[src/core/sdrl_defines.svh]
// offsets, encodings and layout of the sdr read latency table
// assumes the table image lives in sdrl_table_rom and is read byte-wise
//
// Notes on behaviour
// - code 11b: no waits for plain, fast, quad-out; quad io 2 mode, 1 dummy
// - 80 MHz row uses code 00b; fast/quad-out 8 dummy; quad io 2+4
// - 90 MHz row uses code 01b; fast/quad-out 8 dummy; quad io 2+4
// - 104 MHz row uses code 10b; fast/quad-out 8 dummy; quad io 2+5
// - 133 MHz row supports only fast read, 0 mode, 8 dummy
// - FFh count means unsupported; plain read unsupported from 80 MHz up
// - dual-out and dual io reads unsupported in every row
// - quad io read always takes exactly two mode cycles when supported
// - fast read never has mode cycles, only the row's dummy count
// - quad-out read has no mode cycles; 8 dummy from 80 to 104 MHz
// - each row opens with frequency ceiling in MHz, then latency code
// - lowest row is 50 MHz (32h) and is selected by code 11b
// - header names commands by opcode: 03h, 0Bh, 6Bh, EBh
`ifndef SDRL_DEFINES_SVH
`define SDRL_DEFINES_SVH

// table geometry
`define SDRL_TBL_BYTES 7'h58
`define SDRL_ROW0_BASE 7'h12
`define SDRL_ROW_LEN 7'h0E
`define SDRL_UNSUPPORTED 8'hFF

// column offsets inside a row (mode byte; dummy byte follows)
`define SDRL_COL_PLAIN 7'h02
`define SDRL_COL_FAST 7'h04
`define SDRL_COL_DUAL_OUT 7'h06
`define SDRL_COL_QUAD_OUT 7'h08
`define SDRL_COL_DUAL_IO 7'h0A
`define SDRL_COL_QUAD_IO 7'h0C

// read opcodes, 3-byte and 4-byte address forms
`define SDRL_OP_PLAIN3 8'h03
`define SDRL_OP_PLAIN4 8'h13
`define SDRL_OP_FAST3 8'h0B
`define SDRL_OP_FAST4 8'h0C
`define SDRL_OP_QOUT3 8'h6B
`define SDRL_OP_QOUT4 8'h6C
`define SDRL_OP_QIO3 8'hEB
`define SDRL_OP_QIO4 8'hEC

// latency codes
`define SDRL_CODE_50 2'h3
`define SDRL_CODE_80 2'h0
`define SDRL_CODE_90 2'h1
`define SDRL_CODE_104 2'h2

// row indices
`define SDRL_ROW_50 3'h0
`define SDRL_ROW_80 3'h1
`define SDRL_ROW_90 3'h2
`define SDRL_ROW_104 3'h3
`define SDRL_ROW_133 3'h4

`endif

[src/core/sdrl_pkg.sv]
// types shared by the latency lookup modules
// assumes sdrl_defines.svh for all numeric constants
package sdrl_pkg;

    typedef logic [7:0] sdrl_byte_t;
    typedef logic [6:0] sdrl_addr_t;

    // lookup sequencer, one-hot
    typedef enum logic [3:0] {
        LK_IDLE = 4'h1,
        LK_FREQ = 4'h2,
        LK_MODE = 4'h4,
        LK_FIN = 4'h8
    } sdrl_lk_e;

    // wait-cycle sequencer, one-hot
    typedef enum logic [2:0] {
        WT_IDLE = 3'h1,
        WT_MODE = 3'h2,
        WT_DUMMY = 3'h4
    } sdrl_wt_e;

endpackage

[src/core/sdrl_rom_if.sv]
// carrier between the lookup top and its table memory
// assumes both ports are sampled on the same clock
`timescale 1ns/1ps
interface sdrl_rom_if;
    import sdrl_pkg::*;
    sdrl_addr_t a_addr;
    sdrl_byte_t a_data;
    sdrl_addr_t b_addr;
    sdrl_byte_t b_data;

    modport mem (input a_addr, input b_addr, output a_data, output b_data);
    modport user (output a_addr, output b_addr, input a_data, input b_data);
endinterface

[src/core/sdrl_table_rom.sv]
// table image with two registered read ports
// assumes addresses are stable in the cycle before data is used
`timescale 1ns/1ps
`include "sdrl_defines.svh"
module sdrl_table_rom
    import sdrl_pkg::*;
(
    // clock and reset
    input wire logic ref_clk,
    input wire logic arst_n,
    // read ports
    sdrl_rom_if.mem rom
);

    // ========================================================
    // image
    // ========================================================
    localparam int DEPTH = 88;
    localparam sdrl_byte_t IMG [0:DEPTH-1] = '{
        // header: id, length, rows, row length, "F", "C"
        8'h90, 8'h56, 8'h06, 8'h0E, 8'h46, 8'h43,
        // opcode columns
        8'h03, 8'h13, 8'h0B, 8'h0C, 8'hFF, 8'hFF,
        8'h6B, 8'h6C, 8'hFF, 8'hFF, 8'hEB, 8'hEC,
        // 50 MHz, code 11b
        8'h32, 8'h03, 8'h00, 8'h00, 8'h00, 8'h00, 8'hFF,
        8'hFF, 8'h00, 8'h00, 8'hFF, 8'hFF, 8'h02, 8'h01,
        // 80 MHz, code 00b
        8'h50, 8'h00, 8'hFF, 8'hFF, 8'h00, 8'h08, 8'hFF,
        8'hFF, 8'h00, 8'h08, 8'hFF, 8'hFF, 8'h02, 8'h04,
        // 90 MHz, code 01b
        8'h5A, 8'h01, 8'hFF, 8'hFF, 8'h00, 8'h08, 8'hFF,
        8'hFF, 8'h00, 8'h08, 8'hFF, 8'hFF, 8'h02, 8'h04,
        // 104 MHz, code 10b
        8'h68, 8'h02, 8'hFF, 8'hFF, 8'h00, 8'h08, 8'hFF,
        8'hFF, 8'h00, 8'h08, 8'hFF, 8'hFF, 8'h02, 8'h05,
        // 133 MHz, code 10b, fast read only
        8'h85, 8'h02, 8'hFF, 8'hFF, 8'h00, 8'h08, 8'hFF,
        8'hFF, 8'hFF, 8'hFF, 8'hFF, 8'hFF, 8'hFF, 8'hFF
    };

    // ========================================================
    // read ports
    // ========================================================
    // out-of-range reads answer as unsupported rather than wrap
    wire logic a_in = rom.a_addr < `SDRL_TBL_BYTES;
    wire logic b_in = rom.b_addr < `SDRL_TBL_BYTES;
    wire sdrl_byte_t a_val = a_in ? IMG[rom.a_addr] : `SDRL_UNSUPPORTED;
    wire sdrl_byte_t b_val = b_in ? IMG[rom.b_addr] : `SDRL_UNSUPPORTED;

    always_ff @(posedge ref_clk or negedge arst_n) begin
        if (!arst_n) begin
            rom.a_data <= 8'h00;
            rom.b_data <= 8'h00;
        end else begin
            rom.a_data <= a_val;
            rom.b_data <= b_val;
        end
    end

endmodule // sdrl_table_rom

[src/core/sdr_latency_lookup.sv]
// sdr read latency lookup: row select, table fetch, wait-cycle sequencer
// assumes all inputs come from logic on ref_clk; sck_tick marks serial edges
`timescale 1ns/1ps
`include "sdrl_defines.svh"
module sdr_latency_lookup
    import sdrl_pkg::*;
#(
    parameter int ADDR_W = 7
)(
    // clock and reset
    input wire logic ref_clk,
    input wire logic arst_n,
    // lookup request
    input wire logic lookup_req,
    input wire logic [1:0] latency_code,
    input wire logic fast_row_sel,
    input wire logic [7:0] read_opcode,
    // lookup answer
    output logic lookup_busy,
    output logic lookup_valid,
    output logic cmd_supported,
    output logic [7:0] mode_cycles,
    output logic [7:0] dummy_cycles,
    output logic [7:0] freq_mhz,
    // wait-cycle sequencer
    input wire logic sck_tick,
    input wire logic wait_start,
    output logic mode_phase,
    output logic dummy_phase,
    output logic wait_done,
    output logic wait_refused,
    // raw table read
    input wire logic tbl_rd_en,
    input wire logic [ADDR_W-1:0] tbl_addr,
    output logic tbl_rd_valid,
    output logic [7:0] tbl_rd_data
);

    // ========================================================
    // elaboration checks
    // ========================================================
    // the table image is fixed at 88 bytes behind a 7-bit address
    if (ADDR_W != 7) begin : g_bad_addr_w
        $error("sdr_latency_lookup: ADDR_W must be 7");
    end

    sdrl_rom_if rom ();

    sdrl_table_rom u_rom (
        .ref_clk(ref_clk),
        .arst_n(arst_n),
        .rom(rom)
    );

    // ========================================================
    // request decode
    // ========================================================
    sdrl_lk_e lk_q;
    sdrl_lk_e lk_d;
    logic [2:0] row_q;
    logic [6:0] col_q;
    logic known_q;
    logic res_ok_q;
    logic fin_q;

    // code 10b covers both the 104 and 133 MHz rows; host says which
    wire logic [2:0] row_sel =
        (latency_code == `SDRL_CODE_50) ? `SDRL_ROW_50 :
        (latency_code == `SDRL_CODE_80) ? `SDRL_ROW_80 :
        (latency_code == `SDRL_CODE_90) ? `SDRL_ROW_90 :
        fast_row_sel ? `SDRL_ROW_133 : `SDRL_ROW_104;

    wire logic op_plain = read_opcode == `SDRL_OP_PLAIN3 ||
        read_opcode == `SDRL_OP_PLAIN4;
    wire logic op_fast = read_opcode == `SDRL_OP_FAST3 ||
        read_opcode == `SDRL_OP_FAST4;
    wire logic op_qout = read_opcode == `SDRL_OP_QOUT3 ||
        read_opcode == `SDRL_OP_QOUT4;
    wire logic op_qio = read_opcode == `SDRL_OP_QIO3 ||
        read_opcode == `SDRL_OP_QIO4;

    // opcodes outside the table (dual reads included) fetch a dual column
    wire logic [6:0] col_sel =
        op_plain ? `SDRL_COL_PLAIN :
        op_fast ? `SDRL_COL_FAST :
        op_qout ? `SDRL_COL_QUAD_OUT :
        op_qio ? `SDRL_COL_QUAD_IO : `SDRL_COL_DUAL_IO;

    wire logic op_known = op_plain || op_fast || op_qout || op_qio;

    wire logic [6:0] row_base = `SDRL_ROW0_BASE +
        7'(row_q) * `SDRL_ROW_LEN;
    wire logic [6:0] mode_addr = row_base + col_q;
    wire logic [6:0] dummy_addr = mode_addr + 7'h01;

    // ========================================================
    // lookup sequencer
    // ========================================================
    // freq byte first, then mode, then dummy; rom answers a cycle later
    assign rom.a_addr = (lk_q == LK_FREQ) ? row_base :
        (lk_q == LK_MODE) ? mode_addr : dummy_addr;
    assign rom.b_addr = tbl_addr;

    // no take in the cycle the dummy byte is still being captured
    wire logic take_req = (lk_q == LK_IDLE) && !fin_q && lookup_req;

    always_comb begin
        lk_d = lk_q;
        case (lk_q)
            LK_IDLE: begin
                if (take_req) begin
                    lk_d = LK_FREQ;
                end
            end
            LK_FREQ: lk_d = LK_MODE;
            LK_MODE: lk_d = LK_FIN;
            LK_FIN: lk_d = LK_IDLE;
            default: lk_d = LK_IDLE;
        endcase
    end

    // mode byte is in hand during fin, dummy byte in the cycle after it
    wire logic [7:0] mode_val = known_q ? rom.a_data : `SDRL_UNSUPPORTED;
    wire logic [7:0] dummy_val = known_q ? rom.a_data : `SDRL_UNSUPPORTED;

    // FFh in either count, or an unknown opcode, means unsupported
    wire logic fin_ok = known_q && (mode_cycles != `SDRL_UNSUPPORTED) &&
        (dummy_val != `SDRL_UNSUPPORTED);

    always_ff @(posedge ref_clk or negedge arst_n) begin
        if (!arst_n) begin
            lk_q <= LK_IDLE;
            row_q <= 3'h0;
            col_q <= 7'h00;
            known_q <= 1'b0;
        end else begin
            lk_q <= lk_d;
            if (take_req) begin
                row_q <= row_sel;
                col_q <= col_sel;
                known_q <= op_known;
            end
        end
    end

    // ========================================================
    // result registers
    // ========================================================
    always_ff @(posedge ref_clk or negedge arst_n) begin
        if (!arst_n) begin
            fin_q <= 1'b0;
        end else begin
            fin_q <= lk_q == LK_FIN;
        end
    end

    // busy spans the dummy capture cycle, in which nothing is taken
    always_ff @(posedge ref_clk or negedge arst_n) begin
        if (!arst_n) begin
            lookup_valid <= 1'b0;
            lookup_busy <= 1'b0;
        end else begin
            lookup_valid <= fin_q;
            lookup_busy <= (lk_d != LK_IDLE) || (lk_q == LK_FIN);
        end
    end

    always_ff @(posedge ref_clk or negedge arst_n) begin
        if (!arst_n) begin
            freq_mhz <= 8'h00;
        end else if (lk_q == LK_MODE) begin
            freq_mhz <= rom.a_data;
        end
    end

    // mode count may move a cycle before valid; read it at valid only
    always_ff @(posedge ref_clk or negedge arst_n) begin
        if (!arst_n) begin
            mode_cycles <= 8'h00;
        end else if (lk_q == LK_FIN) begin
            mode_cycles <= mode_val;
        end
    end

    always_ff @(posedge ref_clk or negedge arst_n) begin
        if (!arst_n) begin
            dummy_cycles <= 8'h00;
            cmd_supported <= 1'b0;
        end else if (fin_q) begin
            dummy_cycles <= dummy_val;
            cmd_supported <= fin_ok;
        end
    end

    // a fresh take voids the last result until its own fin
    always_ff @(posedge ref_clk or negedge arst_n) begin
        if (!arst_n) begin
            res_ok_q <= 1'b0;
        end else if (fin_q) begin
            res_ok_q <= fin_ok;
        end else if (take_req) begin
            res_ok_q <= 1'b0;
        end
    end

    // ========================================================
    // wait-cycle sequencer
    // ========================================================
    // counts serial ticks: mode cycles, then dummy cycles, of the last
    // good lookup; the dummy count is latched at start, so a lookup that
    // runs during a wait cannot stretch or cut it
    sdrl_wt_e wt_q;
    sdrl_wt_e wt_d;
    logic [7:0] cnt_q;
    logic [7:0] cnt_d;
    logic [7:0] dum_q;

    wire logic can_start = (wt_q == WT_IDLE) && res_ok_q &&
        (lk_q == LK_IDLE) && !fin_q;
    wire logic go = wait_start && can_start;
    wire logic has_mode = mode_cycles != 8'h00;
    wire logic has_dummy = dummy_cycles != 8'h00;
    wire logic dum_left = dum_q != 8'h00;
    wire logic last = sck_tick && (cnt_q == 8'h00);
    logic fin_d;

    always_comb begin
        wt_d = wt_q;
        cnt_d = cnt_q;
        fin_d = 1'b0;
        case (wt_q)
            WT_IDLE: begin
                if (go && has_mode) begin
                    wt_d = WT_MODE;
                    cnt_d = mode_cycles - 8'h01;
                end else if (go && has_dummy) begin
                    wt_d = WT_DUMMY;
                    cnt_d = dummy_cycles - 8'h01;
                end else if (go) begin
                    fin_d = 1'b1;
                end
            end
            WT_MODE: begin
                if (last && dum_left) begin
                    wt_d = WT_DUMMY;
                    cnt_d = dum_q - 8'h01;
                end else if (last) begin
                    wt_d = WT_IDLE;
                    fin_d = 1'b1;
                end else if (sck_tick) begin
                    cnt_d = cnt_q - 8'h01;
                end
            end
            WT_DUMMY: begin
                if (last) begin
                    wt_d = WT_IDLE;
                    fin_d = 1'b1;
                end else if (sck_tick) begin
                    cnt_d = cnt_q - 8'h01;
                end
            end
            default: wt_d = WT_IDLE;
        endcase
    end

    always_ff @(posedge ref_clk or negedge arst_n) begin
        if (!arst_n) begin
            wt_q <= WT_IDLE;
            cnt_q <= 8'h00;
        end else begin
            wt_q <= wt_d;
            cnt_q <= cnt_d;
        end
    end

    always_ff @(posedge ref_clk or negedge arst_n) begin
        if (!arst_n) begin
            dum_q <= 8'h00;
        end else if (go) begin
            dum_q <= dummy_cycles;
        end
    end

    // phases are decoded from the next state so they line up with wt_q
    always_ff @(posedge ref_clk or negedge arst_n) begin
        if (!arst_n) begin
            mode_phase <= 1'b0;
            dummy_phase <= 1'b0;
            wait_done <= 1'b0;
            wait_refused <= 1'b0;
        end else begin
            mode_phase <= wt_d == WT_MODE;
            dummy_phase <= wt_d == WT_DUMMY;
            wait_done <= fin_d;
            wait_refused <= wait_start && !can_start;
        end
    end

    // ========================================================
    // raw table read
    // ========================================================
    always_ff @(posedge ref_clk or negedge arst_n) begin
        if (!arst_n) begin
            tbl_rd_valid <= 1'b0;
        end else begin
            tbl_rd_valid <= tbl_rd_en;
        end
    end
    assign tbl_rd_data = rom.b_data;

endmodule // sdr_latency_lookup

[config.mk]
export PLATFORM = sky130hd
export DESIGN_NAME = sdr_latency_lookup
export DESIGN_NICKNAME = d
export VERILOG_FILES = /design/src/core/sdrl_pkg.sv /design/src/core/sdrl_rom_if.sv /design/src/core/sdrl_table_rom.sv /design/src/core/sdr_latency_lookup.sv
export VERILOG_INCLUDE_DIRS = /design/src /design/src/core
export SDC_FILE = /design/constraint.sdc
export NUM_CORES = 1
export LEC_CHECK = 0
export ABC_AREA = 1
export CORE_MARGIN = 5
export CORE_UTILIZATION = 67
export CTS_BUF_LIST = sky130_fd_sc_hd__clkbuf_8
export DETAILED_ROUTE_END_ITERATION = 8
export DONT_BUFFER_PORTS = 1
export PLACE_DENSITY_LB_ADDON = 0.15
export REMOVE_ABC_BUFFERS = 1
export SYNTH_ARGS = -nofsm -noshare
export SYNTH_HDL_FRONTEND = slang
export SYNTH_HIERARCHICAL = 1
export SYNTH_SLANG_ARGS = --single-unit
[constraint.sdc]
create_clock -name ref_clk -period 3.4 [get_ports ref_clk]
set_clock_uncertainty 0.1 [all_clocks]
set_input_delay 0.51 -clock ref_clk [delete_from_list [all_inputs] [get_ports ref_clk]]
set_output_delay 0.51 -clock ref_clk [all_outputs]
set_load 0.02 [all_outputs]
## Word-level counts from Yosys, hierarchy flattened

Memory sizes are Yosys's and may differ from the RTL's.
Index checks and enable logic that the tools add are counted.

- Flip-flop bits (word level): 84
- Memory bits (read-only): 2,048
- Input bits: 24
- Word-level logic and storage cells: 130
- Memories kept: 2

- $add $sub $neg: 7
- Multipliers: 1
- $lt $le $gt $ge: 4
- Equality and inequality tests: 23
- Multiplexer cells: 38
- Bitwise logic cells: 2
- Reductions and logical operators: 31

Memory list:

| name | depth | bits a word | rd ports | clocked after memory_dff | wr ports | RTL line | text |
|---|---|---|---|---|---|---|---|
| (no name shown) | 128 | 8 | 1 | 0 | 0 | sdrl_table_rom.sv:49 | `` wire sdrl_byte_t b_val = b_in ? IMG[rom.b_addr] : `SDRL_UNSUPPORTED; `` |
| (no name shown) | 128 | 8 | 1 | 0 | 0 | sdrl_table_rom.sv:48 | `` wire sdrl_byte_t a_val = a_in ? IMG[rom.a_addr] : `SDRL_UNSUPPORTED; `` |

Operators with widths:

| operator | number |
|---|---|
| two-way mux 8 bit | 12 |
| subtractor 8 x 1 -> 8 bit (second input constant) | 4 |
| two-way mux 3 bit | 10 |
| case mux 8 bit (3 select lines) | 1 |
| nonzero test 8 bit | 3 |
| == test 8 x 4 -> 1 bit (second input constant) | 2 |
| == test 8 x 7 -> 1 bit (second input constant) | 2 |
| == test 8 bit (second input constant) | 2 |
| >= comparator 8 bit (second input constant) | 2 |
| != test 8 bit (second input constant) | 2 |
| NOT 7 -> 8 bit | 2 |
| < comparator 7 bit (second input constant) | 2 |
| two-way mux 7 bit | 2 |
| logical AND 1 bit | 13 |
| two-way mux 4 bit | 3 |
| case mux 4 bit (3 select lines) | 1 |
| case mux 3 bit (3 select lines) | 1 |
| == test 8 x 2 -> 1 bit (second input constant) | 1 |
| == test 8 x 5 -> 1 bit (second input constant) | 1 |
| zero test 8 bit | 1 |
| logical OR 1 bit | 8 |
| adder 5 x 7 -> 7 bit (first input constant) | 1 |
| adder 7 x 1 -> 7 bit (second input constant) | 1 |
| adder 7 bit | 1 |
| 19 further kinds | 28 |

## Depth between registers and ports, before layout

Gate-level depths: netlist (run 1).

- Depth after elaboration: 11
- Mapped depth: 18

## By module

The synthesis (run 1) kept the hierarchy.

Modules (own cells, without submodules):

| module | times used | cells each | area an instance (µm²) |
|---|---|---|---|
| sdr_latency_lookup | 1 | 500 | 3,877.5 |
| sdrl_table_rom | 1 | 356 | 2,187.1 |

## Least setup slack after synthesis (run 1)

Ideal clock, no wire load.

- Path kind: register to register
- Start point: reg row_q[0]
- End point: reg u_rom.rom.a_data[1]
- Arrival: 2.941 ns
- Required time: 3.178 ns
- Setup slack: 0.236 ns
- Stages on the path, launching flop included: 12
- Buffers on the path: 0
- Clock period less this slack: 3.164 ns
- Cells stage by stage: dfrtp_1 > fa_1 > ha_1 > fa_1 > a21o_1 > and2_1 > nor3_1 > nand2_1 > xor2_1 > clkinv_1 > nor3_1 > nor2_1

- Cells in the longest elaborated chain, start to end: 11
- Elaborated cells on any way between the ends: 12
- Those cells by class: add/sub: 3; mul: 1; order compare: 1; mux: 5; bitwise: 1; memory: 1

Ends and longest elaborated chain:

| item | RTL line | text |
|---|---|---|
| start: declaration | sdr_latency_lookup.sv:60 | `logic [2:0] row_q;` |
| start signal: assignment | sdr_latency_lookup.sv:139 | `row_q <= row_sel;` |
| multiplier 3 x 3 -> 6 bit (no line) (*) | n/a |  |
| adder 5 x 7 -> 7 bit (no line) (*) | n/a |  |
| adder 7 bit | sdr_latency_lookup.sv:93 | `wire logic [6:0] mode_addr = row_base + col_q;` |
| adder 7 x 1 -> 7 bit | sdr_latency_lookup.sv:94 | `wire logic [6:0] dummy_addr = mode_addr + 7'h01;` |
| two-way mux 7 bit | sdr_latency_lookup.sv:101 | `(lk_q == LK_MODE) ? mode_addr : dummy_addr;` |
| two-way mux 7 bit (*) | sdr_latency_lookup.sv:100 | `assign rom.a_addr = (lk_q == LK_FREQ) ? row_base :` |
| via rom.a_addr[6] | sdrl_rom_if.sv:6 | `sdrl_addr_t a_addr;` |
| NOT 7 -> 8 bit (implied by the code) | sdrl_table_rom.sv:48 |  |
| memory read (128 x 8 bit) | n/a |  |
| two-way mux 8 bit (implied by the code) (2 in a row) | sdrl_table_rom.sv:48 |  |
| two-way mux 8 bit (no line) (*) | n/a |  |
| via u_rom.a_val[1] | sdrl_table_rom.sv:48 |  |
| end signal: assignment | sdrl_table_rom.sv:56 | `rom.a_data <= a_val;` |
| end: declaration | sdrl_rom_if.sv:11 | `modport mem (input a_addr, input b_addr, output a_data, output b_data);` |

Mark *: on every way through the listed nets, which the timed path passes. The rest lies on a longest branch. The select of a mux whose other input is x is not followed.
A chain may end at the register's enable or synchronous reset.

## Final worst setup path (run 1)

Same ends and word-level chain as after synthesis.

==> impl_metrics.json, run 1 <==
{
  "status": "finished, final reports clean",
  "fin_cells": 977,
  "antenna_found_initial": 0,
  "drt_pre_antenna_iters": 6,
  "ys_seq_area_frac": 0.331,
  "grtUsageTotal": 0.279,
  "num_io_pins": 64,
  "cp_top_family": "adder cells",
  "drtIter0Drc": 536,
  "synth_cell_types": 47,
  "routed_via_density": 5.95,
  "placed_cells": 957,
  "yosysWarningCount": 6,
  "worstMarginPinSlew_ns": 0.948,
  "dpl.hpwl_um": 11900,
  "reg2reg_slack_ns": 0.17,
  "endpoint_kind": "flop",
  "initial_utilization": 0.692,
  "die_h_um": 105,
  "drc": 0,
  "finalCriticalPeriod_ns": 3.23,
  "clkSinkCount": 80,
  "cap_viol_max_count": 0,
  "wirelength_um": 15500,
  "die_w_um": 105,
  "drive_above_1_share": 0.108,
  "hold_path.class": "in2reg",
  "overflow": 0,
  "grt_pass1_vias": 5510,
  "timing.final.max_slew_violations": 0,
  "critPathMostFrequentCell": "nand2_1",
  "area_delta_synth_final_pct": 5.84,
  "path_cells": "fa_1 > ha_1 > fa_1 > a21o_1 > and2_1 > o21a_1 > nor2_2 > inv_2 > buf_4 > a21oi_2 > nand2_1 > nand2_1 > nand2_1 > nor2_1 > nor2_1",
  "grt_max_degree": 81,
  "diodes": 0,
  "required_ns": 3.54,
  "cp_num_buf_inv": 2,
  "critPathKind": "reg2reg",
  "period_share": 0.951,
  "synth_cells": 856,
  "cts.path.max_buffers": 2,
  "cp-start-kind": "flop",
  "cts_tree": "built",
  "htree_levels": 3,
  "syn_area_per_cell_um2": 7.08,
  "cts_made_buffers": 9,
  "worstPathArrival_ns": 3.37,
  "fp.dieArea_um2": 11100,
  "gp_congestion": 0.949,
  "finalSetupViolations": 0,
  "fmaxAchievable_mhz": 309,
  "syn_area_um2": 6060,
  "synth_seq_cells": 80,
  "cts.reportedPaths.clkPinSlew_ns": 0.09,
  "final_util": 0.732,
  "vias": 5813,
  "max_slew_margin": 0.364,
  "grt_pass1_wl_um": 25800,
  "worst_path_max_delay_cell": "fa_1",
  "cp_max_fo": 9,
  "insertion_delay_ns": 0.36,
  "io_buffers": 0,
  "drt-wirelength-per-cell_um": 15.9,
  "cts_root_buf": "clkbuf_8",
  "hold_violations": 0,
  "slowest_delay_ns": 0.49,
  "ant_nets": 0,
  "final_nets": 929,
  "core-area_um2": 8760,
  "row_count": 34
}
timing repair:
item / CTS / global route
setup buffers: 0 / 2
endpoints found under the setup margin: 0 / 8
endpoints found under the hold margin: 80 / 0
resized for setup: 0 / 8
hold buffers: 2 / 0
sequential cells by signal (all words and copies together) (netlist names):
name and cells:
lookup_valid 1, dummy_phase 1, col_q 3, dummy_cycles 8, wt_q 3, fin_q 1, mode_cycles 8, u_rom/rom.b_data 8
known_q 1, wait_refused 1, lookup_busy 1, res_ok_q 1, dum_q 8, wait_done 1, cmd_supported 1, row_q 3
lk_q 4, freq_mhz 8, tbl_rd_valid 1, cnt_q 8, u_rom/rom.a_data 8, mode_phase 1
Yosys cell counts (all sizes together):
master	n	area (µm²)
ha	37	463
or2	2	12.5
a31oi	4	25.0
nor2	88	414
inv	104	393
nor3	15	101
nand4	12	81.3
xor2	11	96.3
clkinv	3	11.3
o31ai	1	7.51
o2111ai	2	17.5
dfstp	2	52.6
a21oi	41	220
clkbuf	6	22.5
buf	17	136
o41ai	1	8.76
nand3b	3	22.5
a2bb2oi	1	8.76
xnor2	7	61.3
nor4	5	31.3
fa	4	80.1
and2	1	6.26
o21ai	78	394
dfrtp	78	1950
a21o	3	22.5
o21a	1	7.51
o22ai	1	6.26
nand2	246	961
nand3	73	380
o211ai	9	67.6
routing by layer:
layer | up-vias | wire length (µm) | global-route usage
met5 | - | 0 | 0
met1 | 2718 | 6220 | 0.366
met3 | 43 | 1190 | 0.0462
met4 | 0 | 376 | 0.104
li1 | 2787 | - | -
met2 | 265 | 7710 | 0.464
cell type report:
type / count / area (µm²)
multi-input cells: 646 / 3510
fillers: 683 / 2340
flip-flops and latches: 80 / 2010
inverters: 107 / 404
repair buffers: 20 / 173
clock buffers: 10 / 138
well taps: 108 / 135
clock inverters: 6 / 50.0
metrics by stage:
stage	setup TNS, ns	area [µm²]	setup WS [ns]	hold slack (ns)
3_5_place_dp	0	6160	0.0665	0.116
6_report	0	6420	0.167	0.0810
4_1_cts	0	6390	0.0631	0.0707
5_1_grt	-0.00539	6420	-0.00539	0.0620
3_3_place_gp	0	6160	0.202	0.116
2_1_floorplan	-1.25	5910	-0.207	0.114
cells in the final DEF (no fill, tap or decap), types with 6 or more instances in the layout:
cell,count
nor3_1,10
clkbuf_8,10
o21ai_0,66
ha_1,37
xnor2_1,7
nand2_2,9
nand4_1,11
inv_1,95
nor2_2,10
o21ai_1,10
a21oi_1,36
xor2_1,11
dfrtp_1,76
nor2_1,71
nor2_4,6
buf_4,18
nand3_1,70
o211ai_1,9
inv_2,9
nand2_1,235
kinds of logic after synthesis:
| family | synth area share |
|---|---|
| simple gates | 0.332 |
| xor+xnor | 0.0260 |
| fa+ha+maj | 0.0895 |
| flops | 0.331 |
| buf+inv | 0.0928 |
| compound gates | 0.130 |
final timing paths:
kind | end | cells past startpoint | startpoint
max in group asynchronous | lk_q[0] | 2 | arst_n
min in group asynchronous | cnt_q[5] | 2 | arst_n
hold reg to reg | dum_q[7] | 2 | dum_q[7]
hold / removal | tbl_rd_valid | 0 | tbl_rd_en
setup reg to reg | u_rom/rom.a_data[1] | 15 | row_q[0]
setup / recovery | u_rom/rom.a_data[1] | 15 | row_q[0]
Power of run 1 is left out: the tool's default activity adds up to more than one toggle a clock period on the data nets, which glitch-free logic cannot reach.
==> run 2: changes to the inputs <==
- clock period: 3.4 -> 3.2 ns (I/O delays scaled with it)
==> impl_metrics.json, run 2 (synthesized netlist as in run 1, its figures left out) <==
{
  "status": "complete, but fails checks",
  "failed_checks": "negative setup slack",
  "drt_pre_antenna_iters": 7,
  "diodes": 0,
  "cp-start-kind": "flop",
  "drc": 0,
  "cp_max_fo": 8,
  "ant_nets": 0,
  "cts.path.max_buffers": 2,
  "critPathKind": "reg2reg",
  "wirelength_um": 16000,
  "initial_utilization": 0.692,
  "fmaxAchievable_mhz": 309,
  "fp.dieArea_um2": 11100,
  "met3_length_um": 1200,
  "finalSetupViolations": 4,
  "drive_above_1_share": 0.142,
  "routed-wl-met2_um": 8050,
  "num_io_pins": 64,
  "antenna_found_initial": 0,
  "wl_met1_um": 6410,
  "endpoint_kind": "flop",
  "required_ns": 3.35,
  "cts_root_buf": "clkbuf_8",
  "insertion_delay_ns": 0.36,
  "core-area_um2": 8760,
  "cts_tree": "built",
  "timing.final.max_slew_violations": 0,
  "grt_pass1_vias": 5574,
  "final_cell_mix": "nand2_1 (232), inv_1 (95), dfrtp_1 (78)",
  "tns_ns": -0.0963,
  "worstPathArrival_ns": 3.39,
  "gp_congestion": 0.963,
  "drt-wirelength-per-cell_um": 16.2,
  "grt_pass1_wl_um": 26200,
  "cts_made_buffers": 9,
  "drtIter0Drc": 418,
  "hold_violations": 0,
  "grt_max_degree": 81,
  "io_buffers": 0,
  "top_layer_used": "met4",
  "finalCriticalPeriod_ns": 3.24,
  "cap_viol_max_count": 0,
  "overflow": 0,
  "routed_via_density": 5.94,
  "cts.reportedPaths.clkPinSlew_ns": 0.09,
  "row_count": 34,
  "dpl.hpwl_um": 11900,
  "clkSinkCount": 80,
  "die_w_um": 105,
  "die_h_um": 105,
  "rsz0062_at_grt": "true",
  "area_delta_synth_final_pct": 10.2,
  "vias": 5885,
  "layout_setup_ws_ns": -0.0363,
  "final_nets": 942,
  "hold_path.class": "in2reg",
  "max_slew_margin": 0.379,
  "htree_levels": 3,
  "grtUsageTotal": 0.284,
  "worstMarginPinSlew_ns": 0.926,
  "period_share": 1.01,
  "layout_commonest_cell": "nand2_1"
}
run 2: worst paths after layout:
path                       cells past startpoint      start  slack (ns)                  end
max                                           14   row_q[1]       -0.04  u_rom/rom.a_data[4]
max in group asynchronous                      2     arst_n        2.09              lk_q[0]
min                                            0  tbl_rd_en        0.04         tbl_rd_valid
min in group asynchronous                      2     arst_n        0.56             cnt_q[5]
min reg2reg                                    2   dum_q[5]        0.40             dum_q[5]
max reg2reg                                   14   row_q[1]       -0.04  u_rom/rom.a_data[4]
run 2: worst max-delay path: stages (launching register included):
cell     delay [ns]
dfrtp_1        0.43
fa_1           0.49
ha_2           0.22
fa_1           0.53
a21o_1         0.19
and2_4         0.15
o21a_1         0.13
nor2_4         0.18
buf_6          0.19
buf_6          0.12
nand3_1        0.09
nand2_1        0.09
nand2_1        0.06
nand3_1        0.09
nand2_1        0.05
run 2: metal layers:
metal,vias to the layer above,global-route usage
met3,44,0.0623
met1,2741,0.357
li1,2821,-
met2,279,0.483
met5,-,0
met4,0,0.0968
run 2: area by class of cell:
| class | instances | area (µm²) |
|---|---|---|
| Clock inverter | 6 | 72.6 |
| Multi-Input combinational cell | 646 | 3630 |
| Inverter | 107 | 410 |
| Clock buffer | 10 | 138 |
| Timing Repair Buffer | 32 | 285 |
| Tap cell | 108 | 135 |
| Sequential cell | 80 | 2000 |
| Fill cell | 639 | 2080 |
| Timing Repair inverter | 1 | 5.00 |
run 2: through the flow:
| stage | hold slack (ns) | worst slack [ns] | instance area, µm² | util | cells |
|---|---|---|---|---|---|
| 6_report | 0.0432 | -0.0363 | 6680 | 0.762 | 990 |
| 3_3_place_gp | 0.0861 | 0.0787 | 6200 | 0.707 | 962 |
| 5_1_grt | 0.0221 | -0.197 | 6680 | 0.762 | 990 |
| 4_1_cts | 0.0328 | 0.00571 | 6470 | 0.739 | 982 |
| 3_5_place_dp | 0.0862 | -0.0409 | 6200 | 0.707 | 962 |
| 2_1_floorplan | 0.0844 | -0.407 | 5910 | - | 833 |
run 2: repair_timing:
action | 4_1_cts | 5_1_grt
gates cloned | 0 | 1
hold buffers | 2 | 0
hold endpoints to repair | 80 | 0
setup buffers | 2 | 8
setup endpoints to repair | 4 | 8
gates resized for setup | 4 | 38
pin swaps | 0 | 22
Power of run 2 is left out for the same reason.
==> run 3: changes to the inputs <==
- CELL_PAD_IN_SITES_DETAIL_PLACEMENT: not set -> 1
- CELL_PAD_IN_SITES_GLOBAL_PLACEMENT: not set -> 1
- CORE_UTILIZATION: 67 -> 48
==> impl_metrics.json, run 3 (synthesized netlist as in run 1, its figures left out) <==
{
  "dpl.hpwl_um": 13900,
  "fp.dieArea_um2": 15000,
  "rsz0062_at_grt": "true",
  "period_share": 1.00,
  "cp_max_fo": 7,
  "required_ns": 3.35,
  "cts_root_buf": "clkbuf_8",
  "insertion_delay_ns": 0.39,
  "grt_pass1_vias": 6076,
  "initial_utilization": 0.485,
  "failed_checks": "negative setup slack",
  "finalCriticalPeriod_ns": 3.20,
  "die_h_um": 122,
  "final_nets": 941,
  "hold_violations": 0,
  "drt_pre_antenna_iters": 6,
  "cts_made_buffers": 9,
  "drt-wirelength-per-cell_um": 17.5,
  "antenna_found_initial": 0,
  "layout_commonest_cell": "nand2_1",
  "overflow": 0,
  "cts.reportedPaths.clkPinSlew_ns": 0.09,
  "io_buffers": 0,
  "clkSinkCount": 80,
  "core-area_um2": 12500,
  "cts_tree": "built",
  "area_delta_synth_final_pct": 10.2,
  "cp-start-kind": "flop",
  "grt_max_degree": 81,
  "cap_viol_max_count": 0,
  "fmaxAchievable_mhz": 312,
  "max_slew_margin": 0.384,
  "hold_path.class": "in2reg",
  "diodes": 0,
  "endpoint_kind": "flop",
  "drtIter0Drc": 315,
  "layout_setup_ws_ns": -0.00394,
  "vias": 5817,
  "row_count": 41,
  "ant_nets": 0,
  "die_w_um": 122,
  "routed_via_density": 5.52,
  "gp_congestion": 0.925,
  "finalSetupViolations": 1,
  "timing.final.max_slew_violations": 0,
  "worstMarginPinSlew_ns": 0.919,
  "worstPathArrival_ns": 3.35,
  "grt_pass1_wl_um": 30200,
  "worst_hold_slack_ns": 0.0975,
  "num_io_pins": 64,
  "drive_above_1_share": 0.134,
  "drc": 0,
  "status": "complete, but fails checks",
  "grtUsageTotal": 0.253,
  "critPathKind": "reg2reg",
  "cts.path.max_buffers": 2,
  "htree_levels": 3,
  "final_cell_mix": "nand2_1 (232), inv_1 (95), dfrtp_1 (78)",
  "wirelength_um": 18500
}
run 3: cell types whose count changed in the layout (fill, tap and decap cells not counted), sizes merged:
cell	previous run	this run
dlygate4sd3	1	2
clkinv	5	6
bufinv	1	0
clkinvlp	1	2
buf	31	29
clkbuf	10	9
run 3: metrics by stage:
step	cell area, µm²	utilization	instances	worst slack, ns	setup TNS, ns
2_1_floorplan	5910	-	833	-0.407	-2.85
3_3_place_gp	6230	0.498	1020	0.0555	0
3_5_place_dp	6230	0.498	1020	-0.0778	-0.180
4_1_cts	6600	0.527	1046	0.0000591	0
5_1_grt	6680	0.534	1053	-0.123	-0.760
6_report	6680	0.534	1053	-0.00394	-0.00394
run 3: layer usage:
| layer | routed length [µm] | global-route usage | vias to the layer above | share of wire |
|---|---|---|---|---|
| met5 | 0 | 0 | - | 0 |
| met4 | 410 | 0.0742 | 0 | 0.022 |
| met3 | 817 | 0.0493 | 35 | 0.044 |
| met2 | 8980 | 0.418 | 154 | 0.49 |
| met1 | 8260 | 0.339 | 2819 | 0.45 |
| li1 | - | - | 2809 | - |
run 3: area by class of cell:
cell class / count / area (µm²)
Clock inverter: 7 / 62.6
Fill cell: 1685 / 5830
Clock buffer: 9 / 124
Timing Repair Buffer: 31 / 273
Timing Repair inverter: 1 / 7.51
Sequential cell: 80 / 2000
Tap cell: 172 / 215
Inverter: 107 / 408
Multi-Input combinational cell: 646 / 3590
run 3: worst max-delay path, stage by stage (launching register included):
cell and delay [ns]:
dfrtp_1 0.41, fa_1 0.56, ha_2 0.20, fa_1 0.45, a21o_1 0.19, and2_4 0.15
o21a_1 0.13, nor2_4 0.21, buf_6 0.19, buf_6 0.11, nand2_2 0.05, o21ai_2 0.12
nand2_1 0.08, nand2_1 0.07, nand2_1 0.07
run 3: repair_timing:
action                     4_1_cts  5_1_grt
hold endpoints to repair        80        1
cloned                           1        0
pin swaps                        9        9
resized for setup               23       10
hold buffers                     2        1
setup endpoints to repair        8        8
buffers inserted                 7        6
run 3: worst paths after layout:
path / from / to / slack, ns / cells after the start
setup / recovery: row_q[2] / u_rom/rom.a_data[0] / -0.004 / 14
hold / removal: latency_code[0] / row_q[2] / 0.1 / 1
setup reg to reg: row_q[2] / u_rom/rom.a_data[0] / -0.004 / 14
hold reg to reg: dum_q[5] / dum_q[5] / 0.39 / 2
max in group asynchronous: arst_n / wt_q[0] / 2.06 / 2
min in group asynchronous: arst_n / cnt_q[6] / 0.56 / 2
Power of run 3 is left out for the same reason.
